--- src/hdl/eec_defines.svh ---
// Register offsets, field positions, reset values and timing counts of the error counters.
`ifndef EEC_DEFINES_SVH
`define EEC_DEFINES_SVH

// ****************************************************************
// Register offsets
// ****************************************************************
`define EEC_ADDR_VIOLATION_HIGH 8'h00
`define EEC_ADDR_VIOLATION_LOW 8'h01
`define EEC_ADDR_CRC_ALIGN_HIGH 8'h02
`define EEC_ADDR_CRC_LOW 8'h03
`define EEC_ADDR_FAR_END_ALIGN 8'h04
`define EEC_ADDR_FAR_END_LOW 8'h05
`define EEC_ADDR_INTERRUPT_MASK_TWO 8'h17
`define EEC_ADDR_STATUS 8'h20
`define EEC_ADDR_CONTROL 8'h21

// ****************************************************************
// Field positions
// ****************************************************************
`define EEC_CTRL_FAST_INTERVAL_BIT 2
`define EEC_CTRL_VIOLATION_TYPE_BIT 1
`define EEC_CTRL_HDB3_ENABLE_BIT 0
`define EEC_FLAG_INTERVAL_TIMER_BIT 4

// ****************************************************************
// Counter widths and reset values
// ****************************************************************
`define EEC_VIOLATION_WIDTH 16
`define EEC_CRC_WIDTH 10
`define EEC_FAR_END_WIDTH 10
`define EEC_ALIGN_WIDTH 12
`define EEC_MASK_RESET 8'h00
`define EEC_CONTROL_RESET 3'h0

// ****************************************************************
// Interval timing, counted in receive line clocks
// ****************************************************************
`define EEC_LINE_RATE_HZ 64'd2048000
`define EEC_SLOW_INTERVAL_US 64'd1000000
`define EEC_FAST_INTERVAL_US 64'd62500
`define EEC_US_PER_S 64'd1000000
`define EEC_SLOW_TICKS ((`EEC_LINE_RATE_HZ * `EEC_SLOW_INTERVAL_US) / `EEC_US_PER_S)
`define EEC_FAST_TICKS ((`EEC_LINE_RATE_HZ * `EEC_FAST_INTERVAL_US) / `EEC_US_PER_S)

`endif

--- src/hdl/eec_pkg.sv ---
// Types shared by the error counter block.
package eec_pkg;

   // Decoded symbol of one received line bit.
   typedef enum logic [2:0] {
      EEC_SYM_ZERO = 3'h1,
      EEC_SYM_POS = 3'h2,
      EEC_SYM_NEG = 3'h4
   } eec_symbol_t;

endpackage

--- src/hdl/eec_error_counter.sv ---
// Saturating interval error counter with a held copy of the last interval.
`timescale 1ns/1ps
`default_nettype none

module eec_error_counter
   import eec_pkg::*;
#(
   parameter int WIDTH = 16
) (
   // Clock and reset.
   input wire logic clk,
   input wire logic rst,
   // Event input.
   input wire logic count_event,
   input wire logic count_enable,
   // Interval boundary.
   input wire logic capture,
   // Total of the previous interval.
   output logic [WIDTH-1:0] held
);

   logic [WIDTH-1:0] running;
   logic hit;
   logic full;

   assign hit = count_event & count_enable;
   assign full = &running;

   // An event in the boundary cycle opens the new interval, so none is lost.
   always_ff @(posedge clk) begin
      if (rst) begin
         running <= '0;
      end else if (capture) begin
         running <= hit ? WIDTH'(1) : '0;
      end else if (hit && !full) begin
         running <= running + WIDTH'(1);
      end
   end

   always_ff @(posedge clk) begin
      if (rst) begin
         held <= '0;
      end else if (capture) begin
         held <= running;
      end
   end

endmodule // eec_error_counter

`default_nettype wire

--- src/hdl/eec_top.sv ---
// Error counters, interval timer and second interrupt mask of one E1 framer.
//
// Summary of operation
// - Eight mask bits; one enables, zero masks.
// - Update all counts at each interval boundary.
// - Registers hold previous interval; read in time.
// - Counters saturate at maximum, never wrap.
// - Violation count 16 bits at 0x00/0x01.
// - Type zero counts bipolar violations.
// - HDB3 substitution words are not violations.
// - Type one counts same-polarity violation pairs.
// - Violations count always, saturate at 65535.
// - CRC count 10 bits at 0x02/0x03.
// - CRC and E-bit stop on FAS/CRC loss.
// - E-bit counter counts received zero E-bits.
// - E-bit count 10 bits at 0x04/0x05.
// - Alignment count 12 bits, bits 7..2.
// - Alignment count halts on loss or search.
// - Timer flag each second or 62.5 ms.
//
// The implementer's own choice: the strobed register port.
`timescale 1ns/1ps
`default_nettype none
`include "eec_defines.svh"

module eec_top
   import eec_pkg::*;
#(
   parameter int SLOW_TICKS = int'(`EEC_SLOW_TICKS),
   parameter int FAST_TICKS = int'(`EEC_FAST_TICKS)
) (
   // Clock and reset.
   input wire logic MCLK,
   input wire logic RST,
   // Receive line pins.
   input wire logic RX_CLK,
   input wire logic RX_POS,
   input wire logic RX_NEG,
   // Framer error events and sync state.
   input wire logic CRC_WORD_ERROR,
   input wire logic E_BIT_STROBE,
   input wire logic E_BIT_VALUE,
   input wire logic ALIGN_WORD_ERROR,
   input wire logic RECEIVE_SYNC_LOSS,
   input wire logic FAS_SYNC_LOST,
   input wire logic CRC_MF_SYNC_LOST,
   input wire logic FAS_SEARCH,
   input wire logic MF_SEARCH,
   // Status flags gated by the mask.
   input wire logic RX_CAS_MULTIFRAME_FLAG,
   input wire logic RX_ALIGN_FRAME_FLAG,
   input wire logic TX_MULTIFRAME_FLAG,
   input wire logic TX_ALIGN_FRAME_FLAG,
   input wire logic TX_CLOCK_LOSS_FLAG,
   input wire logic RX_CRC_MULTIFRAME_FLAG,
   input wire logic TX_SLIP_FLAG,
   // Register port.
   input wire logic [7:0] ADDR,
   input wire logic [7:0] WDATA,
   input wire logic WR,
   input wire logic RD,
   output logic [7:0] RDATA,
   // Interrupt.
   output logic IRQ
);

   localparam int TW = $clog2(SLOW_TICKS + 1);

   // ****************************************************************
   // Register state
   // ****************************************************************
   logic [7:0] interrupt_mask_two;
   logic fast_interval_select;
   logic violation_type_select;
   logic receive_hdb3_enable;
   logic interval_timer_flag;
   logic status_read;
   logic [7:0] flags;

   // ****************************************************************
   // Receive line synchroniser
   // ****************************************************************
   logic rx_clk_meta;
   logic rx_clk_sync;
   logic rx_clk_last;
   logic rx_pos_meta;
   logic rx_pos_sync;
   logic rx_neg_meta;
   logic rx_neg_sync;
   logic bit_tick;

   // The first stage feeds only the second; the edge detect looks at later stages.
   always_ff @(posedge MCLK) begin
      if (RST) begin
         rx_clk_meta <= 1'b0;
         rx_clk_sync <= 1'b0;
         rx_clk_last <= 1'b0;
         rx_pos_meta <= 1'b0;
         rx_pos_sync <= 1'b0;
         rx_neg_meta <= 1'b0;
         rx_neg_sync <= 1'b0;
      end else begin
         rx_clk_meta <= RX_CLK;
         rx_clk_sync <= rx_clk_meta;
         rx_clk_last <= rx_clk_sync;
         rx_pos_meta <= RX_POS;
         rx_pos_sync <= rx_pos_meta;
         rx_neg_meta <= RX_NEG;
         rx_neg_sync <= rx_neg_meta;
      end
   end

   assign bit_tick = rx_clk_sync & ~rx_clk_last;

   // ****************************************************************
   // Violation detection
   // ****************************************************************
   eec_symbol_t symbol;
   logic have_mark;
   logic last_mark_pos;
   logic have_bpv;
   logic last_bpv_pos;
   logic zero_one;
   logic zero_two;
   logic is_mark;
   logic is_pos;
   logic bpv;
   logic hdb3_word;
   logic cv;
   logic violation_event;

   always_comb begin
      if (rx_pos_sync && !rx_neg_sync) begin
         symbol = EEC_SYM_POS;
      end else if (rx_neg_sync && !rx_pos_sync) begin
         symbol = EEC_SYM_NEG;
      end else begin
         symbol = EEC_SYM_ZERO;
      end
   end

   always_comb begin
      is_mark = 1'b0;
      is_pos = 1'b0;
      case (symbol)
         EEC_SYM_POS: begin
            is_mark = 1'b1;
            is_pos = 1'b1;
         end
         EEC_SYM_NEG: begin
            is_mark = 1'b1;
         end
         default: begin
            is_mark = 1'b0;
         end
      endcase
   end

   always_comb begin
      bpv = is_mark && have_mark && (is_pos == last_mark_pos);
      // A violation after two zeros closes a 000V or B00V substitution.
      hdb3_word = bpv && zero_one && zero_two;
      cv = bpv && have_bpv && (is_pos == last_bpv_pos);
      if (violation_type_select) begin
         violation_event = bit_tick && cv;
      end else begin
         violation_event = bit_tick && bpv && !(receive_hdb3_enable && hdb3_word);
      end
   end

   always_ff @(posedge MCLK) begin
      if (RST) begin
         have_mark <= 1'b0;
         last_mark_pos <= 1'b0;
         have_bpv <= 1'b0;
         last_bpv_pos <= 1'b0;
         zero_one <= 1'b0;
         zero_two <= 1'b0;
      end else if (bit_tick) begin
         if (is_mark) begin
            have_mark <= 1'b1;
            last_mark_pos <= is_pos;
         end
         if (bpv) begin
            have_bpv <= 1'b1;
            last_bpv_pos <= is_pos;
         end
         zero_one <= !is_mark;
         zero_two <= zero_one;
      end
   end

   // ****************************************************************
   // Interval timer
   // ****************************************************************
   logic [TW-1:0] tick_count;
   logic [TW-1:0] tick_limit;
   logic boundary;

   assign tick_limit = fast_interval_select ? TW'(FAST_TICKS - 1) : TW'(SLOW_TICKS - 1);

   // The compare uses >= so that a switch to the fast interval never overruns.
   always_ff @(posedge MCLK) begin
      if (RST) begin
         tick_count <= '0;
         boundary <= 1'b0;
      end else if (bit_tick) begin
         if (tick_count >= tick_limit) begin
            tick_count <= '0;
            boundary <= 1'b1;
         end else begin
            tick_count <= tick_count + TW'(1);
            boundary <= 1'b0;
         end
      end else begin
         boundary <= 1'b0;
      end
   end

   // Set wins over the clear caused by a status read in the same cycle.
   always_ff @(posedge MCLK) begin
      if (RST) begin
         interval_timer_flag <= 1'b0;
      end else if (boundary) begin
         interval_timer_flag <= 1'b1;
      end else if (status_read) begin
         interval_timer_flag <= 1'b0;
      end
   end

   // ****************************************************************
   // Error counters
   // ****************************************************************
   logic [`EEC_VIOLATION_WIDTH-1:0] violation_count;
   logic [`EEC_CRC_WIDTH-1:0] crc_count;
   logic [`EEC_FAR_END_WIDTH-1:0] far_end_count;
   logic [`EEC_ALIGN_WIDTH-1:0] align_count;
   logic crc_enable;
   logic align_enable;
   logic far_end_event;

   assign crc_enable = !FAS_SYNC_LOST && !CRC_MF_SYNC_LOST;
   assign align_enable = !RECEIVE_SYNC_LOSS && !FAS_SEARCH && !MF_SEARCH;
   assign far_end_event = E_BIT_STROBE && !E_BIT_VALUE;

   eec_error_counter #(
      .WIDTH(`EEC_VIOLATION_WIDTH)
   ) u_violation (
      .clk(MCLK),
      .rst(RST),
      .count_event(violation_event),
      .count_enable(1'b1),
      .capture(boundary),
      .held(violation_count)
   );

   eec_error_counter #(
      .WIDTH(`EEC_CRC_WIDTH)
   ) u_crc (
      .clk(MCLK),
      .rst(RST),
      .count_event(CRC_WORD_ERROR),
      .count_enable(crc_enable),
      .capture(boundary),
      .held(crc_count)
   );

   eec_error_counter #(
      .WIDTH(`EEC_FAR_END_WIDTH)
   ) u_far_end (
      .clk(MCLK),
      .rst(RST),
      .count_event(far_end_event),
      .count_enable(crc_enable),
      .capture(boundary),
      .held(far_end_count)
   );

   eec_error_counter #(
      .WIDTH(`EEC_ALIGN_WIDTH)
   ) u_align (
      .clk(MCLK),
      .rst(RST),
      .count_event(ALIGN_WORD_ERROR),
      .count_enable(align_enable),
      .capture(boundary),
      .held(align_count)
   );

   // ****************************************************************
   // Register writes
   // ****************************************************************
   always_ff @(posedge MCLK) begin
      if (RST) begin
         interrupt_mask_two <= `EEC_MASK_RESET;
      end else if (WR && ADDR == `EEC_ADDR_INTERRUPT_MASK_TWO) begin
         interrupt_mask_two <= WDATA;
      end
   end

   always_ff @(posedge MCLK) begin
      if (RST) begin
         {fast_interval_select, violation_type_select, receive_hdb3_enable} <= `EEC_CONTROL_RESET;
      end else if (WR && ADDR == `EEC_ADDR_CONTROL) begin
         fast_interval_select <= WDATA[`EEC_CTRL_FAST_INTERVAL_BIT];
         violation_type_select <= WDATA[`EEC_CTRL_VIOLATION_TYPE_BIT];
         receive_hdb3_enable <= WDATA[`EEC_CTRL_HDB3_ENABLE_BIT];
      end
   end

   // ****************************************************************
   // Register reads
   // ****************************************************************
   logic [7:0] next_rdata;

   assign status_read = RD && ADDR == `EEC_ADDR_STATUS;

   always_comb begin
      next_rdata = 8'h00;
      case (ADDR)
         `EEC_ADDR_VIOLATION_HIGH: begin
            next_rdata = violation_count[15:8];
         end
         `EEC_ADDR_VIOLATION_LOW: begin
            next_rdata = violation_count[7:0];
         end
         `EEC_ADDR_CRC_ALIGN_HIGH: begin
            next_rdata = {align_count[11:6], crc_count[9:8]};
         end
         `EEC_ADDR_CRC_LOW: begin
            next_rdata = crc_count[7:0];
         end
         `EEC_ADDR_FAR_END_ALIGN: begin
            next_rdata = {align_count[5:0], far_end_count[9:8]};
         end
         `EEC_ADDR_FAR_END_LOW: begin
            next_rdata = far_end_count[7:0];
         end
         `EEC_ADDR_INTERRUPT_MASK_TWO: begin
            next_rdata = interrupt_mask_two;
         end
         `EEC_ADDR_STATUS: begin
            next_rdata = flags;
         end
         `EEC_ADDR_CONTROL: begin
            next_rdata = 8'h00;
            next_rdata[`EEC_CTRL_FAST_INTERVAL_BIT] = fast_interval_select;
            next_rdata[`EEC_CTRL_VIOLATION_TYPE_BIT] = violation_type_select;
            next_rdata[`EEC_CTRL_HDB3_ENABLE_BIT] = receive_hdb3_enable;
         end
         default: begin
            next_rdata = 8'h00;
         end
      endcase
   end

   // Read data stand for exactly the cycle after the read strobe.
   always_ff @(posedge MCLK) begin
      if (RST) begin
         RDATA <= 8'h00;
      end else if (RD) begin
         RDATA <= next_rdata;
      end else begin
         RDATA <= 8'h00;
      end
   end

   // ****************************************************************
   // Interrupt
   // ****************************************************************
   always_comb begin
      flags = {RX_CAS_MULTIFRAME_FLAG, RX_ALIGN_FRAME_FLAG, TX_MULTIFRAME_FLAG,
               1'b0, TX_ALIGN_FRAME_FLAG, TX_CLOCK_LOSS_FLAG,
               RX_CRC_MULTIFRAME_FLAG, TX_SLIP_FLAG};
      flags[`EEC_FLAG_INTERVAL_TIMER_BIT] = interval_timer_flag;
   end

   always_ff @(posedge MCLK) begin
      if (RST) begin
         IRQ <= 1'b0;
      end else begin
         IRQ <= |(flags & interrupt_mask_two);
      end
   end

endmodule // eec_top

`default_nettype wire

--- config.mk ---
export PLATFORM = sky130hd
export DESIGN_NAME = eec_top
export DESIGN_NICKNAME = d
export VERILOG_FILES = /design/src/hdl/eec_pkg.sv /design/src/hdl/eec_error_counter.sv /design/src/hdl/eec_top.sv
export VERILOG_INCLUDE_DIRS = /design/src /design/src/hdl
export SDC_FILE = /design/constraint.sdc
export NUM_CORES = 1
export LEC_CHECK = 0
export BUFFER_PORTS_ARGS = -buffer_cell sky130_fd_sc_hd__buf_4
export CAP_MARGIN = 5
export CORE_MARGIN = 4
export CORE_UTILIZATION = 44
export DETAILED_ROUTE_END_ITERATION = 8
export GPL_ROUTABILITY_DRIVEN = 0
export SLEW_MARGIN = 20
export SYNTH_ARGS = -nofsm -noshare
export SYNTH_HDL_FRONTEND = slang
export SYNTH_SLANG_ARGS = --single-unit
--- constraint.sdc ---
create_clock -name MCLK -period 4.2 [get_ports MCLK]
set_clock_uncertainty 0.2 [all_clocks]
set_input_delay 0.63 -clock MCLK [delete_from_list [all_inputs] [get_ports MCLK]]
set_output_delay 0.63 -clock MCLK [all_outputs]
set_load 0.02 [all_outputs]
Yosys cells after proc, flatten, opt, wreduce, memory -nomap -nowiden
Cells that the tools add are included.
{ "totals": {"register_bits": 152, "latch_bits": 0, "ram_bits": 0, "rom_bits": 0, "in_bits": 39, "output_inout_bits": 9, "wordCells": 132, "memories": 0} }
{ "op_classes": {"add_sub_neg": 5, "n_mul": 0, "div": 0, "order_cmp": 1, "eq_ne": 12, "n_shift": 0, "muxes": 23, "bitwise": 8, "reduce_logical": 53} }
{ "op_table": {"columns": ["operator", "count"], "rows": [
  ["one-hot mux 8 bit (9 select lines)", 1],
  ["2-to-1 mux 21 bit", 2],
  ["2-to-1 mux 10 bit", 4],
  ["2-to-1 mux 16 bit", 2],
  ["2-to-1 mux 12 bit", 2],
  ["logical AND 1 bit", 23],
  ["adder 21 x 1 -> 21 bit (second input constant)", 1],
  [">= comparator 21 bit", 1],
  ["adder 10 x 1 -> 10 bit (second input constant)", 2],
  ["AND reduction 10 bit", 2],
  ["adder 16 x 1 -> 16 bit (second input constant)", 1],
  ["equality test 8 x 2 -> 1 bit (second input constant)", 2],
  ["equality test 8 x 3 -> 1 bit (second input constant)", 2],
  ["equality test 8 x 6 -> 1 bit (second input constant)", 2],
  ["AND reduction 16 bit", 1],
  ["logical NOT 1 bit", 14],
  ["adder 12 x 1 -> 12 bit (second input constant)", 1],
  ["AND reduction 12 bit", 1],
  ["2-to-1 mux 1 bit", 10],
  ["nonzero test 2 bit", 5],
  ["AND 8 bit", 1],
  ["equality test 8 x 1 -> 1 bit (second input constant)", 1],
  ["equality test 8 x 5 -> 1 bit (second input constant)", 1],
  ["logical NOT 8 bit", 1],
  ["other kinds (9)", 19]
]} }

Depth between registers and ports, before layout
{ "depth": {"depth_word": 18, "depth_mapped": 8, "depth_no_buf": 7} }

Cells and area by module
From an unflattened synthesis, not the netlist that was laid out.
{ "unflattened": {"cells_unflattened": 810, "area_unflattened_um2": 7259.5} }
{ "modules_own_cells": {"columns": ["mod", "instances", "cells_each", "area_each_um2", "seq_area_each_um2"], "rows": [
  ["eec_top", 1, 336, 2889.0, 1121.1],
  ["eec_error_counter (u_crc ...)", 2, 103, 957.2, 400.4],
  ["eec_error_counter (u_violation)", 1, 153, 1398.8, 640.6],
  ["eec_error_counter (u_align)", 1, 115, 1057.3, 480.5]
]} }

Least setup slack after synthesis
No wires, ideal clock.
{ "synth_path": {"kind": "flip-flop to flip-flop", "startpoint": "register rx_neg_sync", "endpoint": "register u_violation.running[4]", "setup_time_ps": 72, "arrival_time_ps": 2120, "required_ps": 3928, "setup_slack_ps": 1808, "stages_incl_launch_ff": 9, "path_buffers": 1, "period_less_slack_ps": 2392, "path_cell_list": "dfxtp_1 > inv_1 > ha_1 > nor3b_4 > nand3_4 > or4_1 > buf_2 > or3_1 > a21oi_1"} }
{ "synth_between": {"elab_chain_len": 16, "word_cells_on_any_way": 26, "classes_between": "eq/ne (4); mux (5); reduce/logical (17)"} }
{ "synth_lines": {"columns": ["item", "line_no", "text"], "rows": [
  ["start, declared", "eec_top.sv:89", "logic rx_neg_sync;"],
  ["start signal, assigned", "eec_top.sv:109", "rx_neg_sync <= rx_neg_meta;"],
  ["logical AND 1 bit / logical NOT 1 bit (equally long branches)", "eec_top.sv:135, eec_top.sv:133", null],
  ["2-to-1 mux 3 bit / logical AND 1 bit (equally long branches)", "eec_top.sv:135, eec_top.sv:133", null],
  ["2-to-1 mux 3 bit (*)", "eec_top.sv:133", "if (rx_pos_sync && !rx_neg_sync) begin"],
  ["equality test 3 bit / equality test 3 x 2 -> 1 bit (equally long branches)", "eec_top.sv:145", "case (symbol)"],
  ["OR reduction 2 bit (no line)", null, null],
  ["2-to-1 mux 1 bit", "eec_top.sv:145", null],
  ["logical AND 1 bit (2 in a row)", "eec_top.sv:160", "bpv = is_mark && have_mark && (is_pos == last_mark_pos);"],
  ["logical AND 1 bit (2 in a row)", "eec_top.sv:162", "hdb3_word = bpv && zero_one && zero_two;"],
  ["logical AND 1 bit", "eec_top.sv:167", "violation_event = bit_tick && bpv && !(receive_hdb3_enable && hdb3_word);"],
  ["logical NOT 1 bit", "eec_top.sv:167", null],
  ["logical AND 1 bit", "eec_top.sv:167", null],
  ["2-to-1 mux 1 bit (*)", "eec_top.sv:164", "if (violation_type_select) begin"],
  ["logical AND 1 bit (*)", "eec_error_counter.sv:35", "end else if (hit && !full) begin"],
  ["nonzero test 2 bit (no line) (*)", null, null],
  ["end signal, assigned", "eec_error_counter.sv:34", "running <= hit ? WIDTH'(1) : '0;"],
  ["end signal, assigned", "eec_error_counter.sv:36", "running <= running + WIDTH'(1);"],
  ["end, declared", "eec_error_counter.sv:22", "logic [WIDTH-1:0] running;"]
]} }
Every way passes the cells marked *; elsewhere a longest branch is shown, timed or not.
A chain may end at the register's enable or synchronous reset.

Worst setup path after layout
{ "layout_path": {"startpoint": "register fast_interval_select", "endpoint": "register tick_count[2]"} }
{ "layout_between": {"elab_chain_len": 3} }
{ "layout_lines": {"columns": ["item", "line_no", "text"], "rows": [
  ["start, declared", "eec_top.sv:73", "logic fast_interval_select;"],
  ["start signal, assigned", "eec_top.sv:303", "{fast_interval_select, violation_type_select, receive_hdb3_enable} <= `EEC_CONTROL_RESET;"],
  ["start signal, assigned", "eec_top.sv:305", "fast_interval_select <= WDATA[`EEC_CTRL_FAST_INTERVAL_BIT];"],
  ["2-to-1 mux 21 bit", "eec_top.sv:200", "assign tick_limit = fast_interval_select ? TW'(FAST_TICKS - 1) : TW'(SLOW_TICKS - 1);"],
  [">= comparator 21 bit", "eec_top.sv:208", "if (tick_count >= tick_limit) begin"],
  ["2-to-1 mux 21 bit", "eec_top.sv:208", null],
  ["end signal, assigned", "eec_top.sv:212", "tick_count <= tick_count + TW'(1);"],
  ["end, declared", "eec_top.sv:196", "logic [TW-1:0] tick_count;"]
]} }
Every way passes these cells.

==> flow_summary.toml <==
[drt]
wl_per_cell_um = 16.5
vias = 5675
drtIter0Drc = 414
drt-total-wl_mm = 16.5
first_pass_iters = 5
drcViolationCount = 0
via_per_inst = 5.70
antenna_left = 0

[sta]
final-max-slew-violation-count = 0
fmax_mhz = 371
fin_crit_ns = 2.70
finalHoldViolations = 0
whs_ns = 0.219
fin_ws_ns = 1.50
tightest_slew_ns = 0.890
tns_ns = 0
period_share_pct = 64.2
grt_setup_unrepaired = "false"
setup_viol = 0
relSlewSlack_pct = 40.1

[global_route]
use_met2_pct = 30.4
grt_max_degree = 82
first_global_vias = 5319
antenna_found_initial = 0
use_met3_pct = 5.34
gr-usage-all-layers_pct = 19.0
grt_busiest_layer = "met2"
grt_first_pass_wirelength_mm = 27.0
gr-usage-met1_pct = 24.5
overflow = 0

[placement]
pre_cts_slack_ns = 1.36
portBuffers = 47
placed_cells = 964
hpwlAfterDp_mm = 11.8

[logic_synthesis]
synthCells = 755
synth_area_um2 = 6790
synth_cell_types = 58
yosysWarnings = 0
syn-num-nets = 808
yosysSeqAreaShare_pct = 44.8
syn_area_per_cell_um2 = 8.99
synth_edf_count = 0
ys.flop_type = "dfxtp_1"
synth_seq_cells = 152
synthArstFlopShare_pct = 0

[final_layout]
drive_above_1_share_pct = 12.3
area_delta_synth_final_pct = 16.7
antenna_cells = 0
layout.cells.non_filler = 996
final_core_util_pct = 52.3
nNetsFinal = 848

[run_status]
status = "completed"

[setup_path]
critical_path_class = "reg2reg"
arrival_ns = 2.83
endpoint_kind = "register"
cp.required_ns = 4.33
cp-start-kind = "register"
path_max_fanout = 21

[floorplanning]
std_cell_rows = 45
io_pins = 48
die_h_um = 132
core_area_um2 = 15100
start_util_pct = 44.8
die_area_um2 = 17500
fp.dieW_um = 132

[worst_hold_path]
hold_path.class = "in2reg"

[clocking]
insertion_delay_ns = 0.42
cts.clk_slew.worst_paths_ns = 0.06
holdBufCountCts = 0
cts_tree = "done"
root_buffer = "clkbuf_16"
cts_sinks = 152
cts_buffers = 17
h-tree-depth = 4
cts_max_path_buffers = 2
cts_setup_buffers = 0
cts_resized = 0

[power]
peakVddDrop_mv = 0.350
leakage_uw = 0.00272
power_density_nw_per_um2 = 400

[job]
maxCapViolCount = 0
## worst max-delay path, stage by stage (launching register included)
cell,delay (ns)
dfxtp_1,0.53
inv_1,0.12
ha_1,0.33
a21oi_1,0.13
o21ai_0,0.10
a22oi_1,0.26
nand3_1,0.63
nor2_1,0.31
## area by class of cell
| type | count | area [µm²] |
|---|---|---|
| sequential | 152 | 3040 |
| timing repair buffer | 51 | 383 |
| fill | 1391 | 7220 |
| multi-input combinational | 561 | 3590 |
| clock inverter | 11 | 170 |
| inverter | 12 | 45.0 |
| tap | 188 | 235 |
| clock buffer | 21 | 460 |
## path summary, 6_finish.rpt
| kind | startpoint | slack [ns] | to | depth (start not counted) |
|---|---|---|---|---|
| max | fast_interval_select$_SDFFE_PP0P_ | 1.50 | tick_count[2]$_SDFFE_PP0P_ | 7 |
| min | RX_NEG | 0.22 | rx_neg_meta$_SDFF_PP0_ | 2 |
| max reg2reg | fast_interval_select$_SDFFE_PP0P_ | 1.50 | tick_count[2]$_SDFFE_PP0P_ | 7 |
| min reg2reg | rx_neg_meta$_SDFF_PP0_ | 0.24 | rx_neg_sync$_SDFF_PP0_ | 1 |
## registers in the layout (all words and copies together) (netlist names), 8 cells and up
| register | cells |
|---|---|
| RDATA | 8 |
| interrupt_mask_two | 8 |
| tick_count | 21 |
| u_align.held | 12 |
| u_align.running | 12 |
| u_crc.held | 10 |
| u_crc.running | 10 |
| u_far_end.held | 10 |
| u_far_end.running | 10 |
| u_violation.held | 16 |
| u_violation.running | 16 |
## Yosys cell counts (2+ instances only)
master / n / area (µm²)
nor3b_1: 3 / 22.5
a221oi_1: 2 / 17.5
nand4_1: 18 / 113
nor3_2: 2 / 20.0
xor2_1: 26 / 228
o211a_1: 2 / 20.0
nor2_1: 115 / 432
mux2_2: 8 / 90.1
a22o_1: 6 / 52.6
a222oi_1: 6 / 60.1
nand2b_1: 3 / 18.8
mux2i_1: 59 / 591
a41oi_1: 2 / 17.5
a22oi_1: 7 / 52.6
xnor2_1: 15 / 131
nor3_1: 21 / 105
or3_1: 18 / 113
ha_1: 14 / 175
or2_2: 3 / 18.8
clkbuf_1: 26 / 97.6
o31ai_1: 2 / 15.0
nand2_1: 50 / 188
a21oi_1: 39 / 195
and3_1: 9 / 56.3
a211oi_1: 2 / 15.0
and2_1: 2 / 12.5
o21ai_0: 22 / 110
o211ai_1: 2 / 15.0
inv_1: 12 / 45.0
nor4_1: 6 / 37.5
dfxtp_1: 152 / 3040
a31oi_1: 13 / 81.3
buf_2: 2 / 10.0
or4_1: 6 / 45.0
nand3_1: 39 / 195
nor4b_1: 3 / 26.3
and4_1: 7 / 61.3
nor2b_1: 11 / 68.8
## power by group
part	total, µW	internal (µW)	switching [µW]
registers	1450	1450	4.87
clock network	1620	1030	598
logic	94.3	39.2	55.1
## logic make-up after synthesis
kind of cell	Yosys count	share of synthesized area, %
AOI/OAI and AO/OA	114	10.7
xor gates and xnor gates	41	5.29
adders and majority gates	14	2.58
buffers and inverters	42	2.38
DFF	152	44.8
muxes	67	10.0
and+or+nand+nor	325	24.2
## metal layers
metal  part of all wire [%]  up-vias
met3                    5.7       23
met5                      0        -
li1                       -     2814
met1                     45     2705
met4                    2.1        0
met2                     47      133
## stage by stage
step / power, µW / instance area (µm²)
floorplan: 1530 / 6790
global placement: 1580 / 7290
detailed placement: 1580 / 7290
CTS: 3200 / 7920
global route: 3270 / 7920
finish: 3170 / 7920
## placed cells by master (no fill, tap or decap), types with 3 or more instances in the layout
master      instances
dfxtp_1           151
nor2_1            115
mux2i_1            59
buf_4              51
nand2_1            50
a21oi_1            39
nand3_1            39
xor2_1             26
o21ai_0            22
nor3_1             21
or3_1              18
nand4_1            18
clkbuf_16          17
xnor2_1            15
ha_1               14
a31oi_1            13
inv_1              12
nor2b_1            11
and3_1              9
mux2_2              8
a22oi_1             7
and4_1              7
or4_1               6
nor4_1              6
a222oi_1            6
a22o_1              6
bufinv_16           4
nand2b_1            3
nor3b_1             3
or2_2               3
nor4b_1             3
clkinvlp_4          3
Power figures use the tool's default switching activity.
